## config.mk

```make
export PLATFORM = sky130hd
export DESIGN_NAME = bma_address_gen
export DESIGN_NICKNAME = d
export VERILOG_FILES = /design/src/bma_pkg.sv /design/src/bma_wrap_if.sv /design/src/bma_modulo_wrap.sv /design/src/bma_address_gen.sv
export VERILOG_INCLUDE_DIRS = /design/src
export SDC_FILE = /design/constraint.sdc
export NUM_CORES = 1
export LEC_CHECK = 0
export BUFFER_PORTS_ARGS = -buffer_cell sky130_fd_sc_hd__buf_2
export CORE_ASPECT_RATIO = 1.25
export CORE_MARGIN = 2
export CORE_UTILIZATION = 30
export DETAILED_ROUTE_END_ITERATION = 12
export PLACE_DENSITY = 0.49
export SYNTH_ARGS = -nofsm -noshare
export SYNTH_HDL_FRONTEND = slang
export SYNTH_HIERARCHICAL = 1
export SYNTH_SLANG_ARGS = --single-unit
```

## constraint.sdc

```tcl
create_clock -name clock_in -period 2.51 [get_ports clock_in]
set_input_delay 0.502 -clock clock_in [delete_from_list [all_inputs] [get_ports clock_in]]
set_output_delay 0.502 -clock clock_in [all_outputs]
set_load 0.005 [all_outputs]
```

## src/bma_defs.svh

```systemverilog
// Constants for the bit-reversed and modulo effective-address generator
`ifndef BMA_DEFS_SVH
`define BMA_DEFS_SVH

// ****************************************************************
// Widths
// ****************************************************************
`define BMA_ADDR_W      16
`define BMA_MOD_W       15
`define BMA_SEL_W       4
`define BMA_MODE_W      3

// ****************************************************************
// Field codes and steps
// ****************************************************************
`define BMA_STACK_SEL   4'hF
`define BMA_WORD_STEP   16'h0002
`define BMA_BYTE_STEP   16'h0001
`define BMA_ONE         16'h0001

// ****************************************************************
// Reset values
// ****************************************************************
`define BMA_ADDR_RST    16'h0000
`define BMA_MOD_RST     15'h0000
`define BMA_SEL_RST     4'h0

`endif

```

## src/bma_pkg.sv

```systemverilog
// Types shared by the address generator modules
`default_nettype none

package bma_pkg;

  // Addressing modes that the instruction decode presents
  typedef enum logic [2:0] {
    bma_mode_indirect,
    bma_mode_post_inc,
    bma_mode_post_dec,
    bma_mode_pre_inc,
    bma_mode_pre_dec,
    bma_mode_reg_offset
  } bma_mode_e;

  // Access size
  typedef enum logic {
    bma_size_word,
    bma_size_byte
  } bma_size_e;

endpackage

`default_nettype wire

```

## src/bma_wrap_if.sv

```systemverilog
// Carrier between the address generator and its modulo wrap unit
`timescale 1ns/1ns
`default_nettype none

interface bma_wrap_if #(
  parameter int ADDR_W = 16
);
  logic              enable;
  logic              incrementing;
  logic [ADDR_W-1:0] addr;
  logic [ADDR_W-1:0] start;
  logic [ADDR_W-1:0] finish;
  logic [ADDR_W-1:0] result;
  logic              wrapped;

  modport requester (output enable, incrementing, addr, start, finish,
                     input  result, wrapped);
  modport wrapper   (input  enable, incrementing, addr, start, finish,
                     output result, wrapped);
endinterface

`default_nettype wire

```

## src/bma_modulo_wrap.sv

```systemverilog
// Modulo boundary check and wrap for one candidate address
`timescale 1ns/1ns
`default_nettype none
`include "bma_defs.svh"

module bma_modulo_wrap #(
  parameter int ADDR_W = 16
) (
  bma_wrap_if.wrapper wrap
);

  logic [ADDR_W-1:0] length;
  logic              over_top;
  logic              under_bottom;

  // Buffer length spans both boundaries inclusively
  always_comb
  begin
    length       = ADDR_W'(wrap.finish - wrap.start + ADDR_W'(`BMA_ONE));
    over_top     = wrap.addr > wrap.finish;   // Beyond, not only equal
    under_bottom = wrap.addr < wrap.start;
  end

  // Direction picks which boundary counts; the other is ignored
  always_comb
  begin
    wrap.result  = wrap.addr;
    wrap.wrapped = 1'b0;
    if (wrap.enable)
    begin
      if (wrap.incrementing && over_top)
      begin
        wrap.result  = ADDR_W'(wrap.addr - length);
        wrap.wrapped = 1'b1;
      end
      else if (!wrap.incrementing && under_bottom)
      begin
        wrap.result  = ADDR_W'(wrap.addr + length);
        wrap.wrapped = 1'b1;
      end
    end
  end

endmodule

`default_nettype wire

```

## src/bma_address_gen.sv

```systemverilog
// X-side effective-address generator with modulo and bit-reversed modes
`timescale 1ns/1ns
`default_nettype none
`include "bma_defs.svh"

module bma_address_gen #(
  parameter int ADDR_W = `BMA_ADDR_W,
  parameter int MOD_W  = `BMA_MOD_W,
  parameter int SEL_W  = `BMA_SEL_W
) (
  input  wire logic              clock_in,
  input  wire logic              rst_in,
  // Request from the instruction decode
  input  wire logic              req_valid_in,
  input  wire logic [SEL_W-1:0]  ptr_index_in,
  input  wire logic [ADDR_W-1:0] ptr_value_in,
  input  wire logic [ADDR_W-1:0] offset_value_in,
  input  wire logic [2:0]        mode_in,
  input  wire logic              size_byte_in,
  input  wire logic              write_in,
  // Modulo configuration
  input  wire logic              modulo_enable_in,
  input  wire logic [SEL_W-1:0]  modulo_pointer_select_in,
  input  wire logic [ADDR_W-1:0] modulo_start_in,
  input  wire logic [ADDR_W-1:0] modulo_end_in,
  // Bit-reversal configuration
  input  wire logic [SEL_W-1:0]  base_pointer_select_in,
  input  wire logic              bitrev_enable_in,
  input  wire logic [MOD_W-1:0]  bitrev_modifier_value_in,
  // Results, one cycle after the request
  output logic                   ea_valid_out,
  output logic [ADDR_W-1:0]      ea_out,
  output logic                   wb_en_out,
  output logic [SEL_W-1:0]       wb_index_out,
  output logic [ADDR_W-1:0]      wb_value_out,
  output logic                   bitrev_active_out,
  output logic                   modulo_wrapped_out,
  output logic                   modifier_hazard_out
);

  // ****************************************************************
  // Helper functions
  // ****************************************************************

  // Mirror a word end to end
  function automatic logic [ADDR_W-1:0] bit_rev(input logic [ADDR_W-1:0] value);
    logic [ADDR_W-1:0] mirrored;
    mirrored = '0;
    for (int i = 0; i < ADDR_W; i++)
    begin
      mirrored[i] = value[ADDR_W-1-i];
    end
    return mirrored;
  endfunction

  // Carry runs from the top bit down; built from an ordinary adder
  // between two mirrors so synthesis reuses its fast carry chain
  function automatic logic [ADDR_W-1:0] rev_carry_add(input logic [ADDR_W-1:0] a,
                                                      input logic [ADDR_W-1:0] b);
    return bit_rev(ADDR_W'(bit_rev(a) + bit_rev(b)));
  endfunction

  // True for the two increment forms of register indirect
  function automatic logic is_inc_mode(input bma_pkg::bma_mode_e mode);
    return (mode == bma_pkg::bma_mode_pre_inc) || (mode == bma_pkg::bma_mode_post_inc);
  endfunction

  // True for any mode that changes the pointer register
  function automatic logic is_modify_mode(input bma_pkg::bma_mode_e mode);
    return (mode == bma_pkg::bma_mode_pre_inc)  || (mode == bma_pkg::bma_mode_post_inc) ||
           (mode == bma_pkg::bma_mode_pre_dec)  || (mode == bma_pkg::bma_mode_post_dec);
  endfunction

  // ****************************************************************
  // Request decode
  // ****************************************************************

  bma_pkg::bma_mode_e mode;
  bma_pkg::bma_size_e size;
  logic [ADDR_W-1:0]  step;
  logic               modulo_hit;
  logic               bitrev_hit;
  logic [ADDR_W-1:0]  scaled_modifier;
  logic [ADDR_W-1:0]  word_ptr;

  // Decode mode, size and which special mode owns this pointer
  always_comb
  begin
    mode = bma_pkg::bma_mode_e'(mode_in);
    size = size_byte_in ? bma_pkg::bma_size_byte : bma_pkg::bma_size_word;
    step = (size == bma_pkg::bma_size_byte) ? ADDR_W'(`BMA_BYTE_STEP)
                                            : ADDR_W'(`BMA_WORD_STEP);
    // Any working register may be the modulo pointer
    modulo_hit = modulo_enable_in && (ptr_index_in == modulo_pointer_select_in);
    // Writes only, words only, increment forms only, never the stack
    bitrev_hit = bitrev_enable_in && write_in &&
                 (size == bma_pkg::bma_size_word) && is_inc_mode(mode) &&
                 (base_pointer_select_in != SEL_W'(`BMA_STACK_SEL)) &&
                 (ptr_index_in == base_pointer_select_in);
    // Modifier counts in words, so shift it into a byte offset
    scaled_modifier = ADDR_W'({bitrev_modifier_value_in, 1'b0});
    word_ptr        = ptr_value_in & ~ADDR_W'(`BMA_ONE);
  end

  // ****************************************************************
  // Normal address arithmetic
  // ****************************************************************

  logic [ADDR_W-1:0] raw_ea;
  logic [ADDR_W-1:0] raw_next;
  logic              raw_incrementing;

  // Address that the mode forms before any boundary correction
  always_comb
  begin
    raw_ea           = ptr_value_in;
    raw_next         = ptr_value_in;
    raw_incrementing = 1'b1;
    case (mode)
      bma_pkg::bma_mode_post_inc:
      begin
        raw_next = ADDR_W'(ptr_value_in + step);
      end
      bma_pkg::bma_mode_post_dec:
      begin
        raw_next         = ADDR_W'(ptr_value_in - step);
        raw_incrementing = 1'b0;
      end
      bma_pkg::bma_mode_pre_inc:
      begin
        raw_next = ADDR_W'(ptr_value_in + step);
        raw_ea   = raw_next;
      end
      bma_pkg::bma_mode_pre_dec:
      begin
        raw_next         = ADDR_W'(ptr_value_in - step);
        raw_ea           = raw_next;
        raw_incrementing = 1'b0;
      end
      bma_pkg::bma_mode_reg_offset:
      begin
        // A negative offset walks the buffer downward
        raw_ea           = ADDR_W'(ptr_value_in + offset_value_in);
        raw_incrementing = !offset_value_in[ADDR_W-1];
      end
      default:
      begin
        raw_ea = ptr_value_in;
      end
    endcase
  end

  // ****************************************************************
  // Modulo correction
  // ****************************************************************

  bma_wrap_if #(.ADDR_W(ADDR_W)) wrap ();

  // Offset mode corrects the address itself; modify modes correct
  // the new pointer, which for pre-modify is also the address
  always_comb
  begin
    wrap.enable       = modulo_hit && (is_modify_mode(mode) ||
                                       (mode == bma_pkg::bma_mode_reg_offset));
    wrap.incrementing = raw_incrementing;
    wrap.addr         = (mode == bma_pkg::bma_mode_reg_offset) ? raw_ea : raw_next;
    wrap.start        = modulo_start_in;
    wrap.finish       = modulo_end_in;
  end

  bma_modulo_wrap #(
    .ADDR_W (ADDR_W)
  ) u_modulo_wrap (
    .wrap   (wrap)
  );

  // ****************************************************************
  // Final selection
  // ****************************************************************

  logic [ADDR_W-1:0] next_ea;
  logic [ADDR_W-1:0] next_wb_value;
  logic              next_wb_en;
  logic              next_wrapped;
  logic [ADDR_W-1:0] bitrev_next;

  // Bit reversal first, then modulo, then plain arithmetic
  always_comb
  begin
    // Pointer plus modifier; the mode's own step plays no part
    bitrev_next   = rev_carry_add(word_ptr, scaled_modifier) & ~ADDR_W'(`BMA_ONE);
    next_ea       = raw_ea;
    next_wb_value = raw_next;
    next_wb_en    = is_modify_mode(mode);
    next_wrapped  = 1'b0;
    if (bitrev_hit)
    begin
      // Takes precedence over a modulo setting on the same pointer
      next_ea       = (mode == bma_pkg::bma_mode_pre_inc) ? bitrev_next : word_ptr;
      next_wb_value = bitrev_next;
      next_wb_en    = 1'b1;
    end
    else if (mode == bma_pkg::bma_mode_reg_offset)
    begin
      next_ea      = wrap.result;
      next_wb_en   = 1'b0;                  // Pointer left as it was
      next_wrapped = wrap.wrapped;
    end
    else if (is_modify_mode(mode))
    begin
      // Corrected value goes back to the register
      next_wb_value = wrap.result;
      next_wrapped  = wrap.wrapped;
      if ((mode == bma_pkg::bma_mode_pre_inc) || (mode == bma_pkg::bma_mode_pre_dec))
      begin
        next_ea = wrap.result;
      end
    end
  end

  // ****************************************************************
  // Output registers
  // ****************************************************************

  // Effective address and its valid flag
  always_ff @(posedge clock_in or posedge rst_in)
  begin
    if (rst_in)
    begin
      ea_valid_out <= 1'b0;
      ea_out       <= ADDR_W'(`BMA_ADDR_RST);
    end
    else
    begin
      ea_valid_out <= req_valid_in;
      if (req_valid_in)
      begin
        ea_out <= next_ea;
      end
    end
  end

  // Pointer write-back, only from modify modes or bit reversal
  always_ff @(posedge clock_in or posedge rst_in)
  begin
    if (rst_in)
    begin
      wb_en_out    <= 1'b0;
      wb_index_out <= SEL_W'(`BMA_SEL_RST);
      wb_value_out <= ADDR_W'(`BMA_ADDR_RST);
    end
    else
    begin
      wb_en_out <= req_valid_in && next_wb_en;
      if (req_valid_in)
      begin
        wb_index_out <= ptr_index_in;
        wb_value_out <= next_wb_value;
      end
    end
  end

  // Status of the last request, for the core's trace logic
  always_ff @(posedge clock_in or posedge rst_in)
  begin
    if (rst_in)
    begin
      bitrev_active_out  <= 1'b0;
      modulo_wrapped_out <= 1'b0;
    end
    else
    begin
      bitrev_active_out  <= req_valid_in && bitrev_hit;
      modulo_wrapped_out <= req_valid_in && next_wrapped;
    end
  end

  // ****************************************************************
  // Modifier update hazard
  // ****************************************************************

  logic [MOD_W-1:0] last_modifier;
  logic             modifier_changed;

  // Track modifier changes; one cycle is the window of the hazard
  always_ff @(posedge clock_in or posedge rst_in)
  begin
    if (rst_in)
    begin
      last_modifier    <= MOD_W'(`BMA_MOD_RST);
      modifier_changed <= 1'b0;
    end
    else
    begin
      last_modifier    <= bitrev_modifier_value_in;
      modifier_changed <= bitrev_modifier_value_in != last_modifier;
    end
  end

  // Flags an indirect read through the reversal pointer right after a
  // modifier change; the address is still formed, only reported
  always_ff @(posedge clock_in or posedge rst_in)
  begin
    if (rst_in)
    begin
      modifier_hazard_out <= 1'b0;
    end
    else
    begin
      modifier_hazard_out <= req_valid_in && !write_in && bitrev_enable_in &&
                             modifier_changed &&
                             (mode != bma_pkg::bma_mode_reg_offset) &&
                             (ptr_index_in == base_pointer_select_in);
    end
  end

endmodule

`default_nettype wire

```

==> metrics.md, run 1 <==
| Metric | Value |
|---|---|
| Starting utilization of the core area | 0.305 |
| Failing checks | negative setup slack |
| Antenna violations before repair | 0 |
| Layout Utilization | 0.501 |
| Maximum number of pins on one net before global-route repair | 39 |
| Portion of netlist area occupied by mux cells | 0.0347 |
| Max-slew violation count | 0 |
| Post-synthesis share of cell area spent on full adders, half adders and majority gates | 0.197 |
| Num CTS Buffers | 9 |
| Maximum vdd ir drop | about 0.55 mV |
| Critical setup path kind | in2reg |
| Global routing usage summed across all routing layers | 0.224 |
| Area growth from synthesis to final layout | 64.0% |
| Run status | finished with violations |
| DRC violations left | 0 |
| Leakage power | 7.02 nW |
| Post-Synth Simple-Gate Area | 0.198 |
| Max transition margin | 0.685 |
| DRT Wirelength | 35.2 mm |
| Detailed placement HPWL | 28.7 mm |
| Number of antenna diodes | 0 |
| XOR/XNOR Fraction of Synth Area | 0.0778 |
| Total power | slightly above 7 mW |
| Proportion of layout cells with a drive suffix above 1 | 0.471 |
| Min-Delay Path Class | in2async |
| Worst path most repeated cell | o21ai_2 |
| Cell type of the slowest stage on the worst timing path | or4_4 |
| CP Max Fanout | 6 |
| Port Buffers | between 100 and 150 |
| Mapped Nets | roughly 1.3k |
| CTS tree | yes |
| Worst-Skew Late Latency | 330 ps |
| Sequence of cells on the critical path | buf_12 > inv_12 > ha_4 > inv_2 > fa_2 > or4_4 > nor3_4 > mux2i_1 > nor2_1 > o21ai_2 > o21ai_2 > ha_1 > a21o_1 > a21oi_2 > o21ai_2 > a221o_1 > a22oi_2 > inv_2 > a2bb2oi_4 > mux2i_1 > nor3_1 > a221o_1 > a2111oi_2 > nand2_1 |
| Maximum level of the CTS H-tree | 3 |
| Distinct cell type count after synthesis | 87 |
| Unrepaired setup endpoints after global routing | true |
| Total congestion overflow | 0 |
| Vias in the first global route | ~11k |
| Largest family of logic cells by synthesized area | compound AO/OA/AOI/OAI gates |
| Synthesis-stage register bit count | 57 |
| Die outline height | 195 µm |
| Avg WL per Cell | 17.3 µm |
| Startpoint types | input pin |
| Count of boundary I/O pins | 142 |
| Worst path max stage delay | about 600 ps |
| First-pass GRT wire length | 54.2 mm |
| Largest cells by area after synthesis | ha_1 18%, dfrtp_1 16%, a21oi_1 4.5% |
| Total number of placement rows | 69 |
| Total negative setup slack | -67910 ps |
| Post-route setup slack | -2230 ps |
| Die Footprint | slightly above 30000 µm² |
| Crit path time final | 4740 ps |
| Instance area at placement | ~13000 µm² |
| Proportion of netlist area held by the largest area contributor | 0.181 |
| Worst EP required | between 2000 and 3000 ps |
| Initial detailed-routing violation count | approximately 450 |
| Maximum clock rate | roughly 210 MHz |
| Worst Setup End Kind | flip-flop |
| Number of vias in the routed layout | roughly 10k |
| Setup Skew | 6.44 ps |
| Number of nets with antenna violations after routing | 0 |
| Ys Warns | 6 |
| Sequential element share of the synthesized area | 0.163 |
| Via density per instance | 5.09 |
| Clock Pin Slew Worst Setup and Hold Paths | 60 ps |
| FFs w/ async S/R, synth | 1.00 |
| Cts hold-fix bufs | 0 |
| Root Driver | clkbuf_16 |
| Non-filler instance count after layout | 2028 |
| Setup violation total in the final timing report | 33 |
| Most used DFF post-synth | dfrtp_1 |
| Global placement routability congestion | 0.918 |
| Final Hold Vio Count | 0 |
| Number of synthesized flops with an enable pin | 0 |
| Commonest cells in the netlist | 126 x ha_1, 90 x nor2_1, 88 x inv_1, 79 x a21oi_1, 59 x nand2_1 |
| Total iterations of the first detailed-routing run | 5 |
| Maximum Capacitance Violations | 0 |
| Fraction of the mapped netlist area in compound gates | 0.268 |
| Pre-CTS WS | -2820 ps |
| Fin nets | 1867 |
| Top cell type by total area after synthesis | ha_1 |
| Final clock period utilization by the worst path | 1.89 |
| Post-synth design cell area | 8730 µm² |
| Arr. time, crit path | between 4000 and 5000 ps |
| Mean area per synthesized cell | 7.89 µm² |
| Chip Width | approximately 160 µm |
| Clock net sink count | 57 |
| Placed Cells incl. Taps | 1971 |
| Buffer levels on the longest clock path | 2 |
| Areal power density over the cells | 492 nW/µm² |
| Worst-Margin Slew | 469 ps |
| Count of mapped cells out of synthesis | approximately 1.1k |
| Cell with the most instances after synthesis | ha_1 |
| Final instance area | 14300 µm² |
| Final Hold Slack | between 100 and 150 ps |
| Core outline area | 28600 µm² |
==> routing by layer <==
metal | track usage | share of wire | vias to the layer above | routed length [µm]
li1 | - | - | 5133 | -
met1 | 0.273 | 0.42 | 4911 | 14800
met2 | 0.423 | 0.53 | 221 | 18500
met3 | 0.0127 | 0.030 | 56 | 1070
met4 | 0.0581 | 0.022 | 0 | 775
met5 | 0 | 0 | - | 0
==> cell type report <==
cell class	count	area, µm²
Clock inverter	6	82.6
Tap cell	390	488
Fill cell	2774	14300
Sequential cell	57	1430
Inverter	90	355
Timing Repair Buffer	560	4000
Multi-Input combinational cell	915	7730
Clock buffer	10	229
==> sequential cells by signal, indices dropped and copies added, names as in the netlist <==
signal and cells:
wb_value_out 16, wb_en_out 1, ea_valid_out 1, modifier_hazard_out 1, modifier_changed 1, ea_out 16
bitrev_active_out 1, wb_index_out 4, modulo_wrapped_out 1, last_modifier 15
==> worst max-delay path: cells and delay by family <==
family                     cells  cell delay [ps]
AOI/OAI and AO/OA             10             2020
and+or+nand+nor                5             1090
adders and majority gates      3              760
buffers and inverters          4              300
muxes                          2              260
==> worst paths after layout <==
check | to | cells after the start | slack (ps) | from
max in group asynchronous | ea_out[14] | 3 | 1790 | rst_in
setup / recovery | ea_out[1] | 24 | -2230 | ptr_value_in[0]
hold reg to reg | wb_value_out[13] | 1 | 480 | wb_value_out[13]
hold / removal | bitrev_active_out | 2 | 130 | rst_in
min in group clock_in | last_modifier[1] | 1 | 330 | bitrev_modifier_value_in[1]
setup reg to reg | modifier_changed | 4 | 1180 | last_modifier[14]
==> power by group <==
group / internal (mW) / switching (mW) / total, mW
clock network: 0.863 / 0.455 / 1.32
registers: 1.01 / 0.0630 / 1.08
logic: 2.36 / 2.29 / 4.65
==> cells in the final DEF (no fill, tap or decap), types with 9 or more instances in the layout <==
master	synthesis	layout
and3_1	13	11
a21o_1	30	29
o21ai_0	54	32
buf_6	2	20
dfrtp_1	57	57
nand4_1	12	12
o211ai_1	13	13
a21oi_2	1	21
a221o_1	11	11
inv_1	88	78
or3_1	12	12
and2_1	13	11
nand3_1	22	19
a21oi_1	79	55
xnor2_1	43	36
a32o_2	0	9
nor3_1	40	33
o21ai_1	20	28
buf_4	0	396
ha_1	126	107
nor2_1	90	82
nor2b_1	15	14
o21ai_2	0	12
buf_2	13	137
mux2i_1	19	19
ha_4	0	16
clkbuf_16	0	9
o21bai_1	13	13
xor2_1	32	31
nand2b_1	13	12
nand2_1	59	51
a31oi_1	11	10
==> kinds of logic after synthesis <==
logic type                 after synthesis
and+or+nand+nor                        336
xor gates and xnor gates                76
muxes                                   29
AOI/OAI and AO/OA                      341
adders and majority gates              133
DFF                                     57
buffers and inverters                  135
==> what timing repair did <==
item | in CTS | in global routing
resized for setup | 95 | 113
pin swaps | 65 | 82
hold endpoints to repair | 0 | 0
endpoints found under the setup margin | 33 | 33
buffers inserted | 28 | 25
No activity file was read; power rests on OpenSTA's default activity.
==> inputs of run 2 (changes only) <==
CTS_BUF_LIST = sky130_fd_sc_hd__clkbuf_4   (was unset)
==> metrics.md, run 2 (same netlist as run 1, synthesis figures left out) <==
| Metric | Value |
|---|---|
| Highest-count cells in the layout ignoring fill and taps | 396 x buf_4, 136 x buf_2, 106 x ha_1, 82 x nor2_1, 78 x inv_1 (was 396 x buf_4, 137 x buf_2, 107 x ha_1, 82 x nor2_1, 78 x inv_1) |
| Max transition margin | 0.679 (was 0.685) |
| Biggest registers after layout | ea_out (16), wb_value_out (16), last_modifier (15) (unchanged) |
| Number of vias in the routed layout | 10.3k (about the same) |
| Non-filler instance count after layout | 2033 (was 2028) |
| Initial detailed-routing violation count | 466 (was 453) |
| Antenna violations before repair | 1 (was 0) |
| Worst EP required | 2810 ps (was 2730 ps) |
| Die outline height | 195 µm (unchanged) |
| Chip Width | 157 µm (unchanged) |
| Post-route setup slack | -2160 ps (was -2230 ps) |
| Global routing usage summed across all routing layers | 0.224 (about the same) |
| DRC violations left | 0 (unchanged) |
| Total congestion overflow | 0 (unchanged) |
| Root Driver | clkbuf_4 (was clkbuf_16) |
| CP Max Fanout | 4 (was 6) |
| Maximum clock rate | 214 MHz (was 211 MHz) |
| Total iterations of the first detailed-routing run | 5 (unchanged) |
| Total negative setup slack | -66610 ps (was -67910 ps) |
| Clock net sink count | 57 (unchanged) |
| Startpoint types | input pin (unchanged) |
| First-pass GRT wire length | 54.2 mm (about the same) |
| Maximum number of pins on one net before global-route repair | 39 (unchanged) |
| Worst Setup End Kind | flip-flop (unchanged) |
| Leakage power | 6.99 nW (was 7.02 nW) |
| Proportion of layout cells with a drive suffix above 1 | 0.471 (about the same) |
| Setup Skew | 14.5 ps (was 6.44 ps) |
| Avg WL per Cell | 17.3 µm (about the same) |
| DRT Wirelength | 35.1 mm (was 35.2 mm) |
| Count of boundary I/O pins | 142 (unchanged) |
| Detailed placement HPWL | 28.7 mm (unchanged) |
| Global placement routability congestion | 0.918 (unchanged) |
| Total power | 6.53 mW (was 7.05 mW) |
| Core outline area | 28600 µm² (unchanged) |
| Clock Pin Slew Worst Setup and Hold Paths | 110 ps (was 60 ps) |
| Min-Delay Path Class | in2async (unchanged) |
| Vias in the first global route | 10.7k (about the same) |
| Cts hold-fix bufs | 0 (unchanged) |
| Die Footprint | 30500 µm² (unchanged) |
| Pre-CTS WS | -2820 ps (unchanged) |
| Port Buffers | 141 (unchanged) |
| Commonest non-fill, non-tap cell in the layout | buf_4 (unchanged) |
| Placed Cells incl. Taps | 1971 (unchanged) |
| Buffer levels on the longest clock path | 2 (unchanged) |
| Fillers | 2799 (was 2774) |
| Starting utilization of the core area | 0.305 (unchanged) |
| Arr. time, crit path | 4980 ps (was 4950 ps) |
| Max-slew violation count | 0 (unchanged) |
| Unrepaired setup endpoints after global routing | true (unchanged) |
| Crit path time final | 4670 ps (was 4740 ps) |
| Final clock period utilization by the worst path | 1.86 (was 1.89) |
| Worst-Margin Slew | 481 ps (was 469 ps) |
| Via density per instance | 5.08 (was 5.09) |
| CTS tree | yes (unchanged) |
| Maximum vdd ir drop | 0.404 mV (was 0.553 mV) |
| Total number of placement rows | 69 (unchanged) |
| Setup violation total in the final timing report | 33 (unchanged) |
| Worst-Skew Late Latency | 420 ps (was 330 ps) |
| Areal power density over the cells | 461 nW/µm² (was 492 nW/µm²) |
| Fin nets | 1871 (was 1867) |
| Area growth from synthesis to final layout | 62.3% (was 64.0%) |
| Failing checks | negative setup slack (unchanged) |
| Critical setup path kind | in2reg (unchanged) |
| Run status | finished with violations (unchanged) |
| Maximum level of the CTS H-tree | 3 (unchanged) |
| Maximum Capacitance Violations | 0 (unchanged) |
| Number of nets with antenna violations after routing | 0 (unchanged) |
| Num CTS Buffers | 9 (unchanged) |
| Final Hold Vio Count | 0 (unchanged) |
[run 2: path summary, 6_finish.rpt]
kind / startpoint / endpoint / slack, ps / cells after the start
max: ptr_value_in[0] / ea_out[6] / -2160 / 27
min: rst_in / ea_out[0] / 30 / 2
max reg2reg: last_modifier[14] / modifier_changed / 1190 / 4
min reg2reg: wb_value_out[0] / wb_value_out[0] / 500 / 1
max in group asynchronous: rst_in / ea_out[14] / 1890 / 3
min in group clock_in: bitrev_modifier_value_in[4] / last_modifier[4] / 240 / 1
[run 2: critical path, stage by stage]
cell	delay, ps
buf_12	100
ha_4	140
inv_2	30
fa_2	340
nor2b_2	130
o21ai_2	70
a21boi_2	190
buf_4	140
o211ai_1	170
buf_4	180
buf_4	130
nand2b_4	60
xnor2_2	70
o21ai_2	230
ha_1	290
a21o_1	180
a21oi_2	150
o21ai_2	90
a221o_1	390
and2_4	190
a221o_1	280
a32o_2	280
mux2_4	280
nor2_4	90
o21ai_1	60
o21ai_1	120
o41ai_1	90
[run 2: power breakdown]
part	total (mW)	switching [mW]	leakage, nW	internal, mW
sequential	1.07	0.0628	0.675	1.01
clock	0.792	0.382	0.0862	0.410
combinational	4.66	2.28	6.23	2.38
[run 2: through the flow]
| step | hold slack (ps) | utilization | area [µm²] |
|---|---|---|---|
| 4_1_cts | 15.8 | 0.474 | 13500 |
| 5_1_grt | 36.6 | 0.496 | 14200 |
| 3_3_place_gp | 463 | 0.447 | 12800 |
| 2_1_floorplan | 474 | - | 8920 |
| 6_report | 28.8 | 0.496 | 14200 |
| 3_5_place_dp | 470 | 0.447 | 12800 |
[run 2: cell type report]
class                           instances  area, µm²  share of cell area
Antenna cell                            1       2.50            0.000177
Inverter                               90        353              0.0249
Clock inverter                          6       82.6             0.00583
Tap cell                              390        488              0.0344
Multi-Input combinational cell        915       7690               0.543
Sequential cell                        57       1430               0.101
Clock buffer                           10       75.1             0.00530
Timing Repair Buffer                  564       4050               0.286
[run 2: metal layers]
metal  part of all wire  GRT usage
met1               0.42      0.274
met3              0.029     0.0143
met5                  0          0
met2               0.53      0.421
met4              0.020     0.0605
[run 2: repair_timing]
item	in CTS	in global routing
gates resized for setup	95	112
pin swaps	65	81
endpoints found under the setup margin	33	33
setup buffers	29	24
==> inputs of run 3 (changes only) <==
SETUP_SLACK_MARGIN = 0.02   (was unset)
==> metrics.md, run 3 (same netlist as run 1, synthesis figures left out) <==
| Metric | Value |
|---|---|
| Proportion of layout cells with a drive suffix above 1 | 0.466 (was 0.471) |
| Num CTS Buffers | 9 (unchanged) |
| CTS tree | yes (unchanged) |
| Detailed placement HPWL | 28.7 mm (unchanged) |
| Clock net sink count | 57 (unchanged) |
| Worst EP required | 2820 ps (was 2810 ps) |
| Highest-count cells in the layout ignoring fill and taps | 400 x buf_4, 137 x buf_2, 108 x ha_1, 83 x nor2_1, 78 x inv_1 (was 396 x buf_4, 136 x buf_2, 106 x ha_1, 82 x nor2_1, 78 x inv_1) |
| Worst path max stage delay | 390 ps (about the same) |
| Logic depth of the worst register-to-register path | 4 (unchanged) |
| Starting utilization of the core area | 0.305 (unchanged) |
| Areal power density over the cells | 459 nW/µm² (was 461 nW/µm²) |
| Count of boundary I/O pins | 142 (unchanged) |
| Global placement routability congestion | 0.918 (unchanged) |
| Run status | finished with violations (unchanged) |
| Maximum level of the CTS H-tree | 3 (unchanged) |
| Maximum Capacitance Violations | 0 (unchanged) |
| Layout Utilization | 0.495 (was 0.496) |
| Vias in the first global route | 10.7k (unchanged) |
| Total congestion overflow | 0 (unchanged) |
| Initial detailed-routing violation count | 391 (was 466) |
| Gr busiest metal | met2 (unchanged) |
| Worst-Margin Slew | 484 ps (was 481 ps) |
| Port Buffers | 141 (unchanged) |
| Failing checks | negative setup slack (unchanged) |
| Worst-Skew Late Latency | 420 ps (about the same) |
| Setup violation total in the final timing report | 33 (unchanged) |
| Origin of the critical flop-to-flop path | last_modifier[14] (unchanged) |
| Crit path time final | 4710 ps (was 4670 ps) |
| Total number of placement rows | 69 (unchanged) |
| Fillers | 2804 (was 2799) |
| Die Footprint | 30500 µm² (unchanged) |
| Number of vias in the routed layout | 10.3k (about the same) |
| Area growth from synthesis to final layout | 61.9% (was 62.3%) |
| Pre-CTS WS | -2820 ps (unchanged) |
| Startpoint types | input pin (unchanged) |
| Global routing usage summed across all routing layers | 0.224 (unchanged) |
| Global routing met3 resource utilization | 0.0143 (unchanged) |
| Chip Width | 157 µm (unchanged) |
| Max transition margin | 0.676 (was 0.679) |
| Leakage power | 6.98 nW (was 6.99 nW) |
| Number of nets with antenna violations after routing | 0 (unchanged) |
| Critical setup path kind | in2reg (unchanged) |
| Sum of buffers and inverters on the critical path | 5 (unchanged) |
| Met2 Track Usage GR | 0.421 (unchanged) |
| Via density per instance | 5.05 (was 5.08) |
| Total power | 6.48 mW (was 6.53 mW) |
| Global-route track usage on met1 | 0.274 (unchanged) |
| Post-route setup slack | -2200 ps (was -2160 ps) |
| First-pass GRT wire length | 54.2 mm (unchanged) |
| Buffer levels on the longest clock path | 2 (unchanged) |
| Cts hold-fix bufs | 0 (unchanged) |
| Min-Delay Path Class | in2async (unchanged) |
| Die outline height | 195 µm (unchanged) |
| Commonest non-fill, non-tap cell in the layout | buf_4 (unchanged) |
| DRC violations left | 0 (unchanged) |
| Worst Setup End Kind | flip-flop (unchanged) |
| Final clock period utilization by the worst path | 1.88 (was 1.86) |
| Avg WL per Cell | 17.2 µm (was 17.3 µm) |
| Setup Skew | 13.8 ps (was 14.5 ps) |
| Maximum number of pins on one net before global-route repair | 39 (unchanged) |
| DRT Wirelength | 35.0 mm (was 35.1 mm) |
| Maximum clock rate | 212 MHz (was 214 MHz) |
| Terminus of the critical flop-to-flop path | modifier_changed (unchanged) |
| Clock Pin Slew Worst Setup and Hold Paths | 110 ps (about the same) |
| Arr. time, crit path | 5010 ps (was 4980 ps) |
| Register-to-Register Setup Slack | 1190 ps (about the same) |
| Final Hold Vio Count | 0 (unchanged) |
| Antenna violations before repair | 1 (unchanged) |
| Unrepaired setup endpoints after global routing | true (unchanged) |
| Maximum vdd ir drop | 0.404 mV (about the same) |
| Total iterations of the first detailed-routing run | 5 (unchanged) |
| CP Max Fanout | 4 (unchanged) |
| Fin nets | 1874 (was 1871) |
| Biggest registers after layout | ea_out (16), wb_value_out (16), last_modifier (15) (unchanged) |
| Root Driver | clkbuf_4 (unchanged) |
| Cell type of the slowest stage on the worst timing path | a221o_1 (unchanged) |
| Max-slew violation count | 0 (unchanged) |
| Core outline area | 28600 µm² (unchanged) |
| Kind of cell adding the most delay to the critical path | compound AO/OA/AOI/OAI gates (unchanged) |
[run 3: cell count changes in the layout (fill, tap and decap cells not counted), sizes merged]
cell	change
clkbuf	-1
buf	+4
[run 3: routing by layer]
| metal | wire [µm] | part of all wire | up-vias |
|---|---|---|---|
| met4 | 697 | 0.020 | 0 |
| li1 | - | - | 5144 |
| met2 | 18400 | 0.53 | 214 |
| met5 | 0 | 0 | - |
| met3 | 1010 | 0.029 | 43 |
| met1 | 14900 | 0.43 | 4889 |
[run 3: worst max path at each step]
| stage | from | to | slack (ps) | depth (start not counted) |
|---|---|---|---|---|
| finish | ptr_value_in[0] | ea_out[6] | -2200 | 27 |
| CTS | ptr_value_in[0] | ea_out[6] | -2080 | 25 |
| floorplan | ptr_value_in[0] | ea_out[6] | -2310 | 25 |
| global placement | ptr_value_in[0] | wb_value_out[15] | -2790 | 24 |
| global route | ptr_value_in[0] | ea_out[1] | -2420 | 30 |
| detailed placement | ptr_value_in[0] | wb_value_out[15] | -2820 | 24 |
[run 3: cell type report]
cell class | count | area, µm² | share of cell area
Multi-Input combinational cell | 915 | 7630 | 0.540
Timing Repair Buffer | 567 | 4070 | 0.288
Sequential cell | 57 | 1430 | 0.101
Tap cell | 390 | 488 | 0.0345
Inverter | 90 | 353 | 0.0250
Clock inverter | 6 | 82.6 | 0.00584
Clock buffer | 10 | 75.1 | 0.00531
Antenna cell | 1 | 2.50 | 0.000177
[run 3: worst register-to-register path: stages, from the launching register on]
cell and delay, ps:
dfrtp_1 390, xor2_1 160, nor4_1 310, buf_4 190
nand4_1 120
[run 3: power breakdown]
group / leakage (nW) / internal, mW / switching (mW)
clock: 0.0862 / 0.410 / 0.382
sequential: 0.675 / 1.01 / 0.0628
combinational: 6.22 / 2.36 / 2.26
total: 6.98 / 3.78 / 2.70
[run 3: stage by stage]
stage | hold slack [ps] | std cells | area [µm²] | setup TNS, ps
2_1_floorplan | 474 | 1107 | 8920 | -64630
3_3_place_gp | 463 | 1971 | 12800 | -85520
3_5_place_dp | 470 | 1971 | 12800 | -86470
4_1_cts | 15.8 | 2013 | 13500 | -64170
5_1_grt | 36.6 | 2036 | 14100 | -72730
6_report | 30.5 | 2036 | 14100 | -67450
[run 3: repair_timing]
item                       4_1_cts  5_1_grt
pin swaps                       65       71
setup endpoints to repair       33       33
resized for setup               95       95
buffers inserted                29       23
